File: src/verilog/irqc_pkg.sv
package irqc_pkg;

    // ------------------------------------------------------------
    // Source counts
    // ------------------------------------------------------------
    localparam int N_LEVEL = 16;
    localparam int N_EDGE = 8;
    localparam int N_SRC = 24;
    localparam int ID_W = 5;
    localparam int ADDR_W = 12;

    // Byte lanes of the 24-bit mask, priority and flag words
    localparam int BYTE_W = 8;
    localparam int LANE0_LSB = 0;
    localparam int LANE1_LSB = 8;
    localparam int LANE2_LSB = 16;

    // ------------------------------------------------------------
    // Device register map (byte addresses)
    // ------------------------------------------------------------
    localparam logic [11:0] ADDR_MASK0 = 12'h640;
    localparam logic [11:0] ADDR_MASK1 = 12'h641;
    localparam logic [11:0] ADDR_MASK2 = 12'h642;
    localparam logic [11:0] ADDR_GCTL = 12'h643;
    localparam logic [11:0] ADDR_PRIO0 = 12'h644;
    localparam logic [11:0] ADDR_PRIO1 = 12'h645;
    localparam logic [11:0] ADDR_PRIO2 = 12'h646;
    localparam logic [11:0] ADDR_SRC0 = 12'h648;
    localparam logic [11:0] ADDR_SRC1 = 12'h649;
    localparam logic [11:0] ADDR_SRC2 = 12'h64a;

    // Implemented bits of each byte; reserved bits read zero
    localparam logic [7:0] LVL_LO_VALID = 8'hd7;
    localparam logic [7:0] LVL_HI_VALID = 8'hf0;
    localparam logic [7:0] EDGE_VALID = 8'hfc;
    localparam int STIMER_EDGE_BIT = 4;
    localparam int GEN_EN_BIT = 0;
    localparam logic [7:0] RESET_BYTE = 8'h00;

    // ------------------------------------------------------------
    // Core-end AHB-Lite register map
    // ------------------------------------------------------------
    localparam logic [7:0] HOFF_CMD = 8'h00;
    localparam logic [7:0] HOFF_STATUS = 8'h04;
    localparam logic [7:0] HOFF_INT_STATUS = 8'h08;
    localparam logic [7:0] HOFF_INT_MASK = 8'h0c;
    localparam int CMD_DATA_LSB = 12;
    localparam int CMD_WR_BIT = 24;
    localparam int ST_BUSY_BIT = 0;
    localparam int ST_RDATA_LSB = 8;
    localparam int ST_IRQ_BIT = 16;
    localparam int ST_HIGH_BIT = 17;
    localparam int ST_ID_LSB = 18;
    localparam int INT_W = 2;
    localparam int INT_DONE_BIT = 0;
    localparam int INT_CORE_BIT = 1;
    localparam logic [1:0] HTRANS_NONSEQ_BIT = 2'h2;

endpackage

File: src/verilog/irqc_if.sv
`timescale 1ns/1ps
interface irqc_if;
    logic reg_req;
    logic reg_wr;
    logic [11:0] reg_addr;
    logic [7:0] reg_wdata;
    logic reg_ack;
    logic [7:0] reg_rdata;
    logic core_irq;
    logic core_irq_high;
    logic [4:0] core_src_id;

    modport dev (
        input reg_req,
        input reg_wr,
        input reg_addr,
        input reg_wdata,
        output reg_ack,
        output reg_rdata,
        output core_irq,
        output core_irq_high,
        output core_src_id
    );

    modport core (
        output reg_req,
        output reg_wr,
        output reg_addr,
        output reg_wdata,
        input reg_ack,
        input reg_rdata,
        input core_irq,
        input core_irq_high,
        input core_src_id
    );
endinterface

File: src/verilog/irqc_device.sv
// Register access over AHB-Lite was chosen for this implementation.
`timescale 1ns/1ps
module irqc_device (
    input wire logic clk,
    input wire logic rst_n,
    irqc_if.dev bus,
    input wire logic [15:0] level_src,
    input wire logic [7:0] edge_src,
    input wire logic stimer_local_mask,
    output logic [23:0] src_flags
);

    // ------------------------------------------------------------
    // State
    // ------------------------------------------------------------
    // Whole state in one word so reset and update stay in one place
    typedef struct packed {
        logic [23:0] mask;
        logic gen_en;
        logic [23:0] prio;
        logic [7:0] edge_flag;
        logic [7:0] edge_prev;
        logic [23:0] flags;
        logic ack;
        logic [7:0] rdata;
        logic irq;
        logic high;
        logic [4:0] id;
    } irqc_dev_state_t;

    irqc_dev_state_t st_reg;
    irqc_dev_state_t st_next;

    localparam logic [15:0] LEVEL_VALID = {irqc_pkg::LVL_HI_VALID, irqc_pkg::LVL_LO_VALID};

    // Byte lanes of the 24-bit mask, priority and flag words
    localparam int BW = irqc_pkg::BYTE_W;
    localparam int LANE0 = irqc_pkg::LANE0_LSB;
    localparam int LANE1 = irqc_pkg::LANE1_LSB;
    localparam int LANE2 = irqc_pkg::LANE2_LSB;

    logic [7:0] edge_rise;
    logic [7:0] edge_clr;
    logic [23:0] pending;
    logic [23:0] hi_pending;
    logic found_hi;
    logic found_any;

    // ------------------------------------------------------------
    // Next state
    // ------------------------------------------------------------
    always_comb begin
        st_next = st_reg;
        st_next.ack = 1'b0;
        edge_clr = '0;
        found_hi = 1'b0;
        found_any = 1'b0;

        // Only rising edges set a flag; a held-high source does not refire
        edge_rise = edge_src & ~st_reg.edge_prev;
        if (!stimer_local_mask) begin
            edge_rise[irqc_pkg::STIMER_EDGE_BIT] = 1'b0;
        end
        st_next.edge_prev = edge_src;

        // One access per request, answered at the next edge; holes and read-only bytes are still answered
        if (bus.reg_req) begin
            st_next.ack = 1'b1;
            if (bus.reg_wr) begin
                // Reserved bits are never stored, so they read back as zero
                case (bus.reg_addr)
                    irqc_pkg::ADDR_MASK0: begin
                        st_next.mask[LANE0 +: BW] = bus.reg_wdata & irqc_pkg::LVL_LO_VALID;
                    end
                    irqc_pkg::ADDR_MASK1: begin
                        st_next.mask[LANE1 +: BW] = bus.reg_wdata & irqc_pkg::LVL_HI_VALID;
                    end
                    irqc_pkg::ADDR_MASK2: begin
                        st_next.mask[LANE2 +: BW] = bus.reg_wdata & irqc_pkg::EDGE_VALID;
                    end
                    irqc_pkg::ADDR_GCTL: begin
                        // Bits one to seven are not stored and read zero
                        st_next.gen_en = bus.reg_wdata[irqc_pkg::GEN_EN_BIT];
                    end
                    irqc_pkg::ADDR_PRIO0: begin
                        st_next.prio[LANE0 +: BW] = bus.reg_wdata & irqc_pkg::LVL_LO_VALID;
                    end
                    irqc_pkg::ADDR_PRIO1: begin
                        st_next.prio[LANE1 +: BW] = bus.reg_wdata & irqc_pkg::LVL_HI_VALID;
                    end
                    irqc_pkg::ADDR_PRIO2: begin
                        st_next.prio[LANE2 +: BW] = bus.reg_wdata & irqc_pkg::EDGE_VALID;
                    end
                    irqc_pkg::ADDR_SRC2: begin
                        edge_clr = bus.reg_wdata & irqc_pkg::EDGE_VALID;
                    end
                    default: begin
                        // Level flag bytes and holes ignore writes
                    end
                endcase
            end else begin
                // Reads answer from the registered copy; rdata holds until the next read
                case (bus.reg_addr)
                    irqc_pkg::ADDR_MASK0: begin
                        st_next.rdata = st_reg.mask[LANE0 +: BW];
                    end
                    irqc_pkg::ADDR_MASK1: begin
                        st_next.rdata = st_reg.mask[LANE1 +: BW];
                    end
                    irqc_pkg::ADDR_MASK2: begin
                        st_next.rdata = st_reg.mask[LANE2 +: BW];
                    end
                    irqc_pkg::ADDR_GCTL: begin
                        st_next.rdata = irqc_pkg::RESET_BYTE;
                        st_next.rdata[irqc_pkg::GEN_EN_BIT] = st_reg.gen_en;
                    end
                    irqc_pkg::ADDR_PRIO0: begin
                        st_next.rdata = st_reg.prio[LANE0 +: BW];
                    end
                    irqc_pkg::ADDR_PRIO1: begin
                        st_next.rdata = st_reg.prio[LANE1 +: BW];
                    end
                    irqc_pkg::ADDR_PRIO2: begin
                        st_next.rdata = st_reg.prio[LANE2 +: BW];
                    end
                    irqc_pkg::ADDR_SRC0: begin
                        st_next.rdata = st_reg.flags[LANE0 +: BW];
                    end
                    irqc_pkg::ADDR_SRC1: begin
                        st_next.rdata = st_reg.flags[LANE1 +: BW];
                    end
                    irqc_pkg::ADDR_SRC2: begin
                        st_next.rdata = st_reg.flags[LANE2 +: BW];
                    end
                    default: begin
                        st_next.rdata = irqc_pkg::RESET_BYTE;
                    end
                endcase
            end
        end

        // A new edge in the clearing cycle survives the clear
        st_next.edge_flag = ((st_reg.edge_flag & ~edge_clr) | edge_rise) & irqc_pkg::EDGE_VALID;

        // Level flags mirror the source; only the module can drop them
        st_next.flags = {st_next.edge_flag, level_src & LEVEL_VALID};

        // The next-state copy is used, so a mask or enable write acts at its answer edge
        pending = st_next.flags & st_next.mask & {irqc_pkg::N_SRC{st_next.gen_en}};
        hi_pending = pending & st_next.prio;
        st_next.irq = |pending;
        st_next.high = |hi_pending;

        // Lowest-numbered high source wins, else lowest-numbered low one
        // Fixed order: a busy low-numbered source can starve others of the same level
        st_next.id = '0;
        for (int i = 0; i < irqc_pkg::N_SRC; i++) begin
            if (!found_hi && hi_pending[i]) begin
                st_next.id = 5'(i);
                found_hi = 1'b1;
            end
        end
        if (!found_hi) begin
            for (int i = 0; i < irqc_pkg::N_SRC; i++) begin
                if (!found_any && pending[i]) begin
                    st_next.id = 5'(i);
                    found_any = 1'b1;
                end
            end
        end
    end

    // ------------------------------------------------------------
    // Registers
    // ------------------------------------------------------------
    always_ff @(posedge clk or negedge rst_n) begin
        if (!rst_n) begin
            st_reg <= '0;
        end else begin
            st_reg <= st_next;
        end
    end

    // ------------------------------------------------------------
    // Outputs
    // ------------------------------------------------------------
    // Every output is a flop copy; nothing combinational leaves the block
    assign bus.reg_ack = st_reg.ack;
    assign bus.reg_rdata = st_reg.rdata;
    assign bus.core_irq = st_reg.irq;
    assign bus.core_irq_high = st_reg.high;
    assign bus.core_src_id = st_reg.id;
    assign src_flags = st_reg.flags;

endmodule

File: src/flat_wrapper.sv
// flat-port wrapper written by rule: the top's interface ports become plain ports
module irqc_device_flat 
  (clk, rst_n, level_src, edge_src, stimer_local_mask, src_flags, bus_reg_req, bus_reg_wr, bus_reg_addr, bus_reg_wdata, bus_reg_ack, bus_reg_rdata, bus_core_irq, bus_core_irq_high, bus_core_src_id);
  irqc_if bus_i ();
  input wire logic clk;
  input wire logic rst_n;
  input wire logic [15:0] level_src;
  input wire logic [7:0] edge_src;
  input wire logic stimer_local_mask;
  output logic [23:0] src_flags;
  input wire logic [$bits(bus_i.reg_req)-1:0] bus_reg_req;
  input wire logic [$bits(bus_i.reg_wr)-1:0] bus_reg_wr;
  input wire logic [$bits(bus_i.reg_addr)-1:0] bus_reg_addr;
  input wire logic [$bits(bus_i.reg_wdata)-1:0] bus_reg_wdata;
  output wire logic [$bits(bus_i.reg_ack)-1:0] bus_reg_ack;
  output wire logic [$bits(bus_i.reg_rdata)-1:0] bus_reg_rdata;
  output wire logic [$bits(bus_i.core_irq)-1:0] bus_core_irq;
  output wire logic [$bits(bus_i.core_irq_high)-1:0] bus_core_irq_high;
  output wire logic [$bits(bus_i.core_src_id)-1:0] bus_core_src_id;
  assign bus_i.reg_req = bus_reg_req;
  assign bus_i.reg_wr = bus_reg_wr;
  assign bus_i.reg_addr = bus_reg_addr;
  assign bus_i.reg_wdata = bus_reg_wdata;
  assign bus_reg_ack = bus_i.reg_ack;
  assign bus_reg_rdata = bus_i.reg_rdata;
  assign bus_core_irq = bus_i.core_irq;
  assign bus_core_irq_high = bus_i.core_irq_high;
  assign bus_core_src_id = bus_i.core_src_id;
  irqc_device u_core (.clk(clk), .rst_n(rst_n), .bus(bus_i), .level_src(level_src), .edge_src(edge_src), .stimer_local_mask(stimer_local_mask), .src_flags(src_flags));
endmodule
File: config.mk
export PLATFORM = sky130hd
export DESIGN_NAME = irqc_device_flat
export DESIGN_NICKNAME = d
export VERILOG_FILES = /design/src/verilog/irqc_pkg.sv /design/src/verilog/irqc_if.sv /design/src/verilog/irqc_device.sv /design/src/flat_wrapper.sv
export SDC_FILE = /design/constraint.sdc
export NUM_CORES = 1
export LEC_CHECK = 0
export BUFFER_PORTS_ARGS = -buffer_cell sky130_fd_sc_hd__buf_2
export CORE_MARGIN = 2
export CORE_UTILIZATION = 55
export CTS_BUF_LIST = sky130_fd_sc_hd__clkbuf_16
export DETAILED_ROUTE_END_ITERATION = 7
export HOLD_SLACK_MARGIN = 0.03
export PLACE_DENSITY_LB_ADDON = 0.05
export SYNTH_ARGS = -nofsm -noshare
export SYNTH_HDL_FRONTEND = slang
export SYNTH_SLANG_ARGS = --single-unit
File: constraint.sdc
create_clock -name clk -period 2.6 [get_ports clk]
set_input_delay 0.13 -clock clk [delete_from_list [all_inputs] [get_ports clk]]
set_output_delay 0.13 -clock clk [all_outputs]
set_load 0.1 [all_outputs]
==> results of run 1 <==
## per-stage QoR
step                cell area (µm²)  setup slack [ns]  util, %  hold slack [ns]
finish                         5944          -0.02165    81.09          0.08095
global route                   5944          -0.09020    81.09          0.08273
CTS                            5694          -0.02850    77.68          0.07817
detailed placement             5060           -0.4669    69.02           0.2063
global placement               5060           -0.4179    69.02           0.1982
floorplan                      4314           -0.1375        -          -0.1656
## where the power goes
part	total, mW	internal (mW)	switching [mW]
combinational	0.319	0.0884	0.231
sequential	1.13	1.12	0.00773
clock	1.14	0.645	0.497
## metal layers
layer,track usage (%),vias to the layer above
met2,52.08,239
met4,13.51,0
met3,6.639,37
li1,-,1777
met1,41.09,1978
met5,0,-
## area by class of cell
cell class / count / area, µm²
multi-input cells: 281 / 2387
flip-flops and latches: 71 / 1777
fillers: 453 / 1386
repair buffers: 185 / 1315
clock buffers: 9 / 225.2
well taps: 99 / 123.9
inverters: 18 / 67.56
clock inverters: 7 / 48.80
## final timing paths
check	startpoint	endpoint	slack [ns]
min in group asynchronous	rst_n	u_core.st_reg[44]	0.36
setup reg to reg	u_core.st_reg[53]	u_core.bus.core_src_id[1]	0.33
max in group asynchronous	rst_n	u_core.bus.reg_ack	1.56
hold / removal	bus_reg_req	u_core.bus.reg_ack	0.08
hold reg to reg	u_core.bus.reg_rdata[1]	u_core.bus.reg_rdata[1]	0.47
setup / recovery	bus_reg_addr[4]	u_core.bus.core_src_id[2]	-0.02
## cells in the mapped netlist, types with 4 or more instances
library cell and instances:
dfrtp_1 71, nand2_1 58, buf_4 39, mux2_2 25
mux2i_1 24, inv_1 17, o21ai_0 17, nor2_1 16
clkbuf_1 8, a21oi_1 7, a22oi_1 7, nor3_1 7
o22ai_1 7, nand4_1 6, nor2b_1 6, a222oi_1 5
mux2_4 5, a211oi_1 4, a221oi_1 4, and2_1 4
nand3_1 4
## critical path, delay by kind of cell
| family | cells | cell delay [ns] |
|---|---|---|
| compound gates | 4 | 0.67 |
| buf+inv | 5 | 0.72 |
| mux | 1 | 0.09 |
| simple gates | 3 | 1.25 |
## cells by family after synthesis
family | Yosys count | synth area share [%]
AO/OA/AOI/OAI | 84 | 15.01
buffers and inverters | 70 | 9.979
flip-flops | 71 | 42.30
multiplexers | 54 | 14.21
other | 1 | 0.08928
AND/OR/NAND/NOR | 135 | 18.41
## what timing repair did
item | 4_1_cts | 5_1_grt
hold endpoints to repair | 44 | 0
setup endpoints to repair | 4 | 6
hold buffers | 17 | 0
pin swaps | 15 | 13
resized for setup | 31 | 30
buffers inserted | 4 | 11
==> flow_metrics.py, run 1 <==
metrics = {
    "pwr": {
        "p_total_mw": 2.589,
        "p_per_area_nw_per_um2": 435.5,
        "p_leak_nw": 2.811,
        "vdd_ir_drop_max_uv": 325.1,
    },
    "placed_design": {
        "hpwl_mm": 9.331,
        "io_buffers": 72,
        "place_congestion": 0.9288,
        "place_inst": 622,
    },
    "timing": {
        "layout_min_cycle_time_ns": 2.622,
        "max_freq_mhz": 381.4,
        "tns_ns": -0.02165,
        "slew_viol_final": 0,
        "worst_pin_slew_ns": 0.6796,
        "slew_headroom_pct": 54.69,
        "setup_viol": 1,
        "finalHoldViolCount": 0,
        "worst_slack_ns": -0.02165,
        "rsz0062_at_grt": "yes",
        "skew_ns": 0.005092,
        "fin_crit_sh_pct": 100.8,
    },
    "critical_path": {
        "crit_path_max_fanout": 5,
        "worst_ep_required_time_ns": 2.84,
        "crit_top_cell": "buf_6",
        "worstPathCellList": "buf_6 > or4b_4 > buf_6 > nor4_4 > buf_6 > mux2i_4 > buf_6 > nor4_4 > a31oi_4 > buf_6 > a211oi_2 > o31ai_1 > a211oi_1",
        "crit_path_end_kind": "register",
        "crit_type": "primary input to register",
        "start_kind": "primary input",
        "reg2reg_depth": 9,
        "critPathMaxStageDelay_ns": 0.58,
        "critPathArrivalTime_ns": 2.86,
        "crit_slowest_cell": "or4b_4",
    },
    "floorplan": {
        "dieWidth_um": 91.39,
        "fp.coreArea_um2": 7331,
        "pin_count": 89,
        "std_cell_rows": 31,
        "die_area_um2": 8352,
        "fp.dieH_um": 91.39,
        "initial_core_util_pct": 57.30,
    },
    "synth": {
        "async_flop_share_pct": 100.0,
        "synth_ff_type": "dfrtp_1",
        "yosys_warnings": 0,
        "synth_edf_count": 0,
        "yosysTopAreaCellShare_pct": 42.30,
        "synth_cells": 415,
        "ys_top_cells_by_area": "dfrtp_1, buf_4, mux2_2",
        "ys_seq_elements": 71,
        "ys_seq_area_share_pct": 42.30,
        "synth_top_area_cell": "dfrtp_1",
        "syn_area_per_cell_um2": 10.12,
        "synth.cell_area_um2": 4200,
        "yosysUniqueCellTypes": 68,
    },
    "detailed_routing": {
        "viasPerCell": 6.016,
        "drt_iter0_drc": 301,
        "wl_met3_mm": 1.076,
        "wl_mm": 13.80,
        "drtAntennaViolNets": 0,
        "wl_met2_mm": 6.716,
        "routed.top_layer": "met4",
        "drt_pass1_iterations": 5,
        "met1_length_mm": 5.549,
        "num_vias": 4031,
        "wl_per_cell_um": 20.60,
        "drc": 0,
    },
    "min_path": {
        "worstHoldPathType": "primary input to register",
        "hold_path_depth": 2,
    },
    "clock_network": {
        "root_buffer": "clkbuf_16",
        "clock-sinks": 71,
        "cts_tree": "built",
        "cts_buffers": 9,
        "path_clk_slew_ns": 0.06,
        "clk_path_buf_depth": 2,
        "clk_latency_ns": 0.33,
        "htreeDepth": 3,
    },
    "outcome": {
        "outcome": "complete, but fails checks",
        "violations": "negative setup slack",
    },
    "cells_and_area": {
        "final_cells": 670,
        "drive_above_1_share_pct": 47.46,
        "final_cell_mix": "buf_4, dfrtp_1, buf_2, nand2_1, mux2_2",
        "area_growth_pct": 41.53,
        "nNetsFinal": 615,
        "num_antenna_cells": 0,
        "largest_reg_flops": 45,
        "final_common_cell": "buf_4",
    },
    "global_route": {
        "grt_first_pass_wirelength_mm": 20.61,
        "grt_pass1_vias": 3990,
        "grt_overflow": 0,
        "antenna_found_initial": 0,
        "grt_max_degree": 44,
        "track_usage_pct": 31.89,
    },
    "run": {
        "drv_cap": 0,
    },
}
No activity file was read; power rests on OpenSTA's default activity.
==> inputs of run 2 (changes only) <==
- CORE_UTILIZATION: 55 -> 50
- RECOVER_POWER: not set -> 100
- SKIP_LAST_GASP: not set -> 1
==> run 2 against run 1 <==
Effect of this change:
- the run ends with max-capacitance violations, max-slew violations, negative setup slack left
- critical path depth decreased by 3
- combinational power shrank 4%
- hold slack better by 0.025 ns
- count of clock-buffer cells in the layout unchanged
- total power increased by 3.7%
- die area increased by 9.6%
- critical endpoint unchanged
==> flow_metrics.py, run 2 (synthesis results as in run 1) <==
metrics = {
    "placed_design": {
        "hpwl_mm": 9.057,
        "io_buffers": 72,
        "place_inst": 626,
        "place_congestion": 0.8840,
        "dp_slack_ns": -0.4803,
        "placed_area_um2": 5065,
    },
    "critical_path": {
        "worstPathCellList": "buf_6 > or4b_4 > or4b_4 > mux2_4 > a22oi_2 > or2_4 > buf_6 > a211oi_2 > o31ai_1 > a211oi_1",
        "crit_path_end_kind": "register",
        "crit_slowest_cell": "or4b_4",
        "crit_type": "primary input to register",
        "worstReg2RegStart": "u_core.st_reg[60]",
        "crit_path_max_fanout": 6,
        "critPathMaxStageDelay_ns": 0.69,
        "cp_num_buf_inv": 2,
        "worst_ep_required_time_ns": 2.81,
        "start_kind": "primary input",
        "crit_start": "bus_reg_addr[7]",
        "path_delay_family": "simple AND/OR/NAND/NOR gates",
        "critPathArrivalTime_ns": 2.82,
    },
    "detailed_routing": {
        "wl_mm": 12.39,
        "wl_met2_mm": 6.120,
        "drt_iter0_drc": 245,
        "wl_per_cell_um": 18.60,
        "drtAntennaViolNets": 0,
        "num_vias": 3807,
        "drc": 0,
        "routed.top_layer": "met4",
        "wl_met3_um": 688,
        "met1_length_mm": 5.350,
        "viasPerCell": 5.716,
        "drt_pass1_iterations": 5,
    },
    "timing": {
        "worst_pin_slew_ns": 1.789,
        "setup_viol": 1,
        "fin_crit_sh_pct": 100.7,
        "layout_min_cycle_time_ns": 2.618,
        "skew_ns": 0.008160,
        "slew_headroom_pct": -19.28,
        "worst_slack_ns": -0.01780,
        "max_freq_mhz": 382.0,
        "rsz0062_at_grt": "yes",
        "slew_viol_final": 72,
        "finalHoldViolCount": 0,
    },
    "clock_network": {
        "clock-sinks": 71,
        "htreeDepth": 3,
        "path_clk_slew_ns": 0.06,
        "root_buffer": "clkbuf_16",
        "cts_tree": "built",
        "clk_latency_ns": 0.34,
        "cts_buffers": 9,
        "clk_path_buf_depth": 2,
    },
    "floorplan": {
        "dieWidth_um": 95.66,
        "fp.coreArea_um2": 8175,
        "fp.dieH_um": 95.66,
        "initial_core_util_pct": 51.38,
        "pin_count": 89,
        "die_area_um2": 9150,
        "std_cell_rows": 33,
    },
    "global_route": {
        "grt_first_pass_wirelength_mm": 19.29,
        "track_usage_pct": 28.31,
        "antenna_found_initial": 0,
        "grt_overflow": 0,
        "grt_pass1_vias": 3786,
        "grt_max_degree": 72,
    },
    "outcome": {
        "violations": "max-capacitance violations, max-slew violations, negative setup slack",
        "outcome": "complete, but fails checks",
    },
    "pwr": {
        "vdd_ir_drop_max_uv": 418.9,
        "p_leak_nw": 2.602,
        "p_total_mw": 2.685,
        "p_per_area_nw_per_um2": 466.7,
    },
    "cells_and_area": {
        "drive_above_1_share_pct": 35.47,
        "n_fill_cell": 665,
        "final_util_pct": 70.39,
        "multi_input_area_um2": 2337,
        "seqCellArea_um2": 1777,
        "largest_reg_flops": 45,
        "area_growth_pct": 37.00,
        "final_cells": 666,
        "stdcell_area_um2": 5754,
        "final_common_cell": "buf_4",
        "num_antenna_cells": 0,
        "nNetsFinal": 605,
        "final_cell_mix": "buf_4, dfrtp_1, nand2_1, clkbuf_1, buf_2",
    },
    "min_path": {
        "worstHoldStart": "bus_reg_wdata[3]",
        "worstHoldPathType": "primary input to register",
    },
    "run": {
        "drv_cap": 1,
    },
}
-- run 2: cell types whose count changed in the layout (fill, tap and decap cells not counted), sizes merged --
cell	previous run	this run
bufinv	0	1
clkinvlp	3	2
inv	19	21
buf	168	104
dlygate4sd3	17	18
clkinv	3	1
clkbuf	9	62
-- run 2: what timing repair did --
action / in CTS / in global routing
pin swaps: 7 / 22
hold buffers: 18 / 0
hold endpoints to repair: 88 / 0
gates resized for setup: 8 / 41
setup buffers: 3 / 6
cloned: 0 / 0
endpoints found under the setup margin: 6 / 5
-- run 2: layer usage --
layer	GRT usage, %	up-vias
li1	-	1764
met1	36.40	1873
met2	48.02	148
met3	5.059	22
met4	9.643	0
met5	0	-
-- run 2: worst register-to-register path: stages, from the launching register on --
cell	delay (ns)
dfrtp_1	0.39
mux2_1	0.34
a222oi_1	0.33
buf_4	0.18
and3_1	0.19
a31o_4	0.21
nor4b_2	0.23
o22ai_2	0.11
-- run 2: final timing paths --
check | to | slack, ns | depth (start not counted)
hold / removal | u_core.st_reg[100] | 0.11 | 2
setup / recovery | u_core.bus.core_src_id[2] | -0.02 | 10
min in group asynchronous | u_core.bus.reg_ack | 0.87 | 3
setup reg to reg | u_core.bus.core_src_id[1] | 0.49 | 7
max in group asynchronous | u_core.bus.core_irq | 0.64 | 3
hold reg to reg | u_core.bus.reg_rdata[0] | 0.48 | 2
-- run 2: report_power, final --
part	leakage, nW	switching (mW)	internal [mW]	total [mW]
logic	1.54	0.226	0.0785	0.305
registers	0.921	0.00770	1.12	1.13
clock network	0.144	0.509	0.745	1.25
total	2.60	0.743	1.94	2.69
-- run 2: stage by stage --
| step | setup TNS (ns) | hold slack, ns |
|---|---|---|
| after floorplan | -0.4316 | -0.1656 |
| after global placement | -2.328 | 0.1899 |
| after detailed placement | -2.526 | 0.1909 |
| after CTS | -0.03437 | 0.09571 |
| after global routing | -0.2489 | 0.1017 |
| final | -0.01780 | 0.1057 |
-- run 2: final cells by class --
class / count / share of cell area (%)
clock buffer: 9 / 3.914
timing repair buffer: 175 / 19.90
inverter: 18 / 1.174
tap: 105 / 2.283
sequential: 71 / 30.88
clock inverter: 7 / 1.239
multi-input combinational: 281 / 40.62
==> inputs of run 3 (changes only) <==
- CORE_UTILIZATION: 50 -> 54
==> run 3 against run 2 <==
Effect of this change:
- the flow still finishes with violations (max-capacitance violations, max-slew violations, negative setup slack)
- global-route usage rose by 1.5 points
- clock power down 8%
- wire length fell by 1.6%
- clock skew down 0.0041 ns
- sequential power about the same
- utilization grew 3.0 points
- non-clock buffer count is 3 lower
- critical endpoint is now u_core.bus.core_src_id[1]
- largest cell class unchanged
==> flow_metrics.py, run 3 (synthesis results as in run 1) <==
metrics = {
    "floorplan": {
        "fp.coreArea_um2": 7647,
        "std_cell_rows": 32,
        "die_area_um2": 8500,
        "dieWidth_um": 92.20,
        "pin_count": 89,
        "fp.dieH_um": 92.20,
        "initial_core_util_pct": 54.92,
    },
    "cells_and_area": {
        "n_fill_cell": 603,
        "largest_reg_flops": 45,
        "nNetsFinal": 602,
        "num_antenna_cells": 0,
        "area_growth_pct": 33.66,
        "final_common_cell": "buf_4",
        "drive_above_1_share_pct": 33.69,
        "final_cell_mix": "buf_4, dfrtp_1, nand2_1, clkbuf_1, buf_2",
    },
    "timing": {
        "worst_slack_ns": -0.02048,
        "setup_viol": 2,
        "rsz0062_at_grt": "yes",
        "slew_viol_final": 32,
        "tns_ns": -0.02969,
        "layout_min_cycle_time_ns": 2.620,
        "fin_crit_sh_pct": 100.8,
        "skew_ns": 0.004090,
        "max_freq_mhz": 381.6,
        "worst_pin_slew_ns": 1.911,
        "slew_headroom_pct": -27.40,
        "finalHoldViolCount": 0,
        "whs_ns": 0.08447,
    },
    "global_route": {
        "antenna_found_initial": 0,
        "track_usage_pct": 29.78,
        "grt_max_degree": 41,
        "grt_overflow": 0,
        "grt_first_pass_wirelength_mm": 19.31,
        "grt_pass1_vias": 3830,
    },
    "pwr": {
        "vdd_ir_drop_max_uv": 347.8,
        "p_total_mw": 2.576,
        "p_per_area_nw_per_um2": 458.8,
        "p_leak_nw": 2.576,
    },
    "detailed_routing": {
        "wl_per_cell_um": 18.47,
        "viasPerCell": 5.592,
        "wl_mm": 12.19,
        "num_vias": 3691,
        "drt_iter0_drc": 249,
        "drtAntennaViolNets": 0,
        "drc": 0,
        "drt_pass1_iterations": 6,
    },
    "critical_path": {
        "start_kind": "primary input",
        "worst_ep_required_time_ns": 2.81,
        "crit_path_max_fanout": 9,
        "critPathArrivalTime_ns": 2.83,
        "crit_type": "primary input to register",
        "crit_path_end_kind": "register",
    },
    "clock_network": {
        "htreeDepth": 3,
        "clk_path_buf_depth": 2,
        "root_buffer": "clkbuf_16",
        "cts_tree": "built",
        "path_clk_slew_ns": 0.06,
        "clk_latency_ns": 0.34,
        "cts_buffers": 9,
        "clock-sinks": 71,
    },
    "outcome": {
        "outcome": "complete, but fails checks",
        "violations": "max-capacitance violations, max-slew violations, negative setup slack",
    },
    "placed_design": {
        "place_congestion": 0.9251,
        "io_buffers": 72,
        "hpwl_mm": 8.894,
        "dp_slack_ns": -0.4378,
    },
    "run": {
        "drv_cap": 1,
    },
    "min_path": {
        "worstHoldPathType": "primary input to register",
    },
}
run 3: cell count changes in the layout (fill, tap and decap cells not counted), moves of 2 or more:
cell	before	now
o22ai_2	2	0
clkinv_1	0	2
buf_2	22	24
mux2i_1	13	17
mux2i_4	5	1
o22ai_1	5	7
buf_6	7	1
buf_8	0	2
run 3: worst paths after layout:
kind                                          from  depth (start not counted)  slack [ns]                        end
hold / removal                    bus_reg_wdata[1]                          2        0.08          u_core.st_reg[82]
max in group asynchronous                    rst_n                          2        0.64          u_core.st_reg[88]
hold reg to reg            u_core.bus.reg_rdata[1]                          2        0.48    u_core.bus.reg_rdata[1]
min in group asynchronous                    rst_n                          2        0.85    u_core.bus.reg_rdata[5]
setup / recovery                   bus_reg_addr[4]                         12       -0.02  u_core.bus.core_src_id[1]
setup reg to reg                 u_core.st_reg[60]                          7        0.50  u_core.bus.core_src_id[1]
run 3: per-layer routing:
metal	wire (µm)	GRT usage [%]	up-vias
li1	-	-	1755
met1	5346	38.93	1797
met2	6016	49.88	121
met4	189	8.333	0
met5	0	0	-
met3	636	6.738	18
run 3: power breakdown:
group          leakage, nW  internal, mW  switching (mW)
Sequential           0.921          1.12         0.00764
Clock                0.124         0.645           0.500
Combinational         1.53        0.0788           0.224
Total                 2.58          1.84           0.732
run 3: cell type report:
class	count	area, µm²	area share (%)
well taps	102	127.6	2.273
clock inverters	7	47.55	0.8469
inverters	18	67.56	1.203
clock buffers	9	225.2	4.012
repair buffers	172	1126	20.06
multi-input cells	281	2243	39.96
flip-flops and latches	71	1777	31.65
run 3: repair_timing:
| action | in CTS | in global routing |
|---|---|---|
| hold endpoints to repair | 47 | 0 |
| hold buffers | 17 | 0 |
| setup endpoints to repair | 4 | 6 |
| setup buffers | 4 | 5 |
| gates resized for setup | 12 | 26 |
| pin swaps | 6 | 18 |
run 3: critical path, cell delays in order:
cell      delay [ns]
buf_6           0.09
or4b_4          0.55
buf_8           0.16
nor4_4          0.26
buf_12          0.17
mux2i_1         0.15
a222oi_1        0.38
buf_4           0.18
and3_1          0.20
a31o_4          0.21
nor4b_2         0.22
o22ai_1         0.12
run 3: through the flow:
stage          std cells  util (%)  instance area (µm²)
4_1_cts              655     72.61                 5553
2_1_floorplan        422         -                 4314
3_3_place_gp         618     65.69                 5024
3_5_place_dp         618     65.69                 5024
5_1_grt              660     73.41                 5614
6_report             660     73.41                 5614
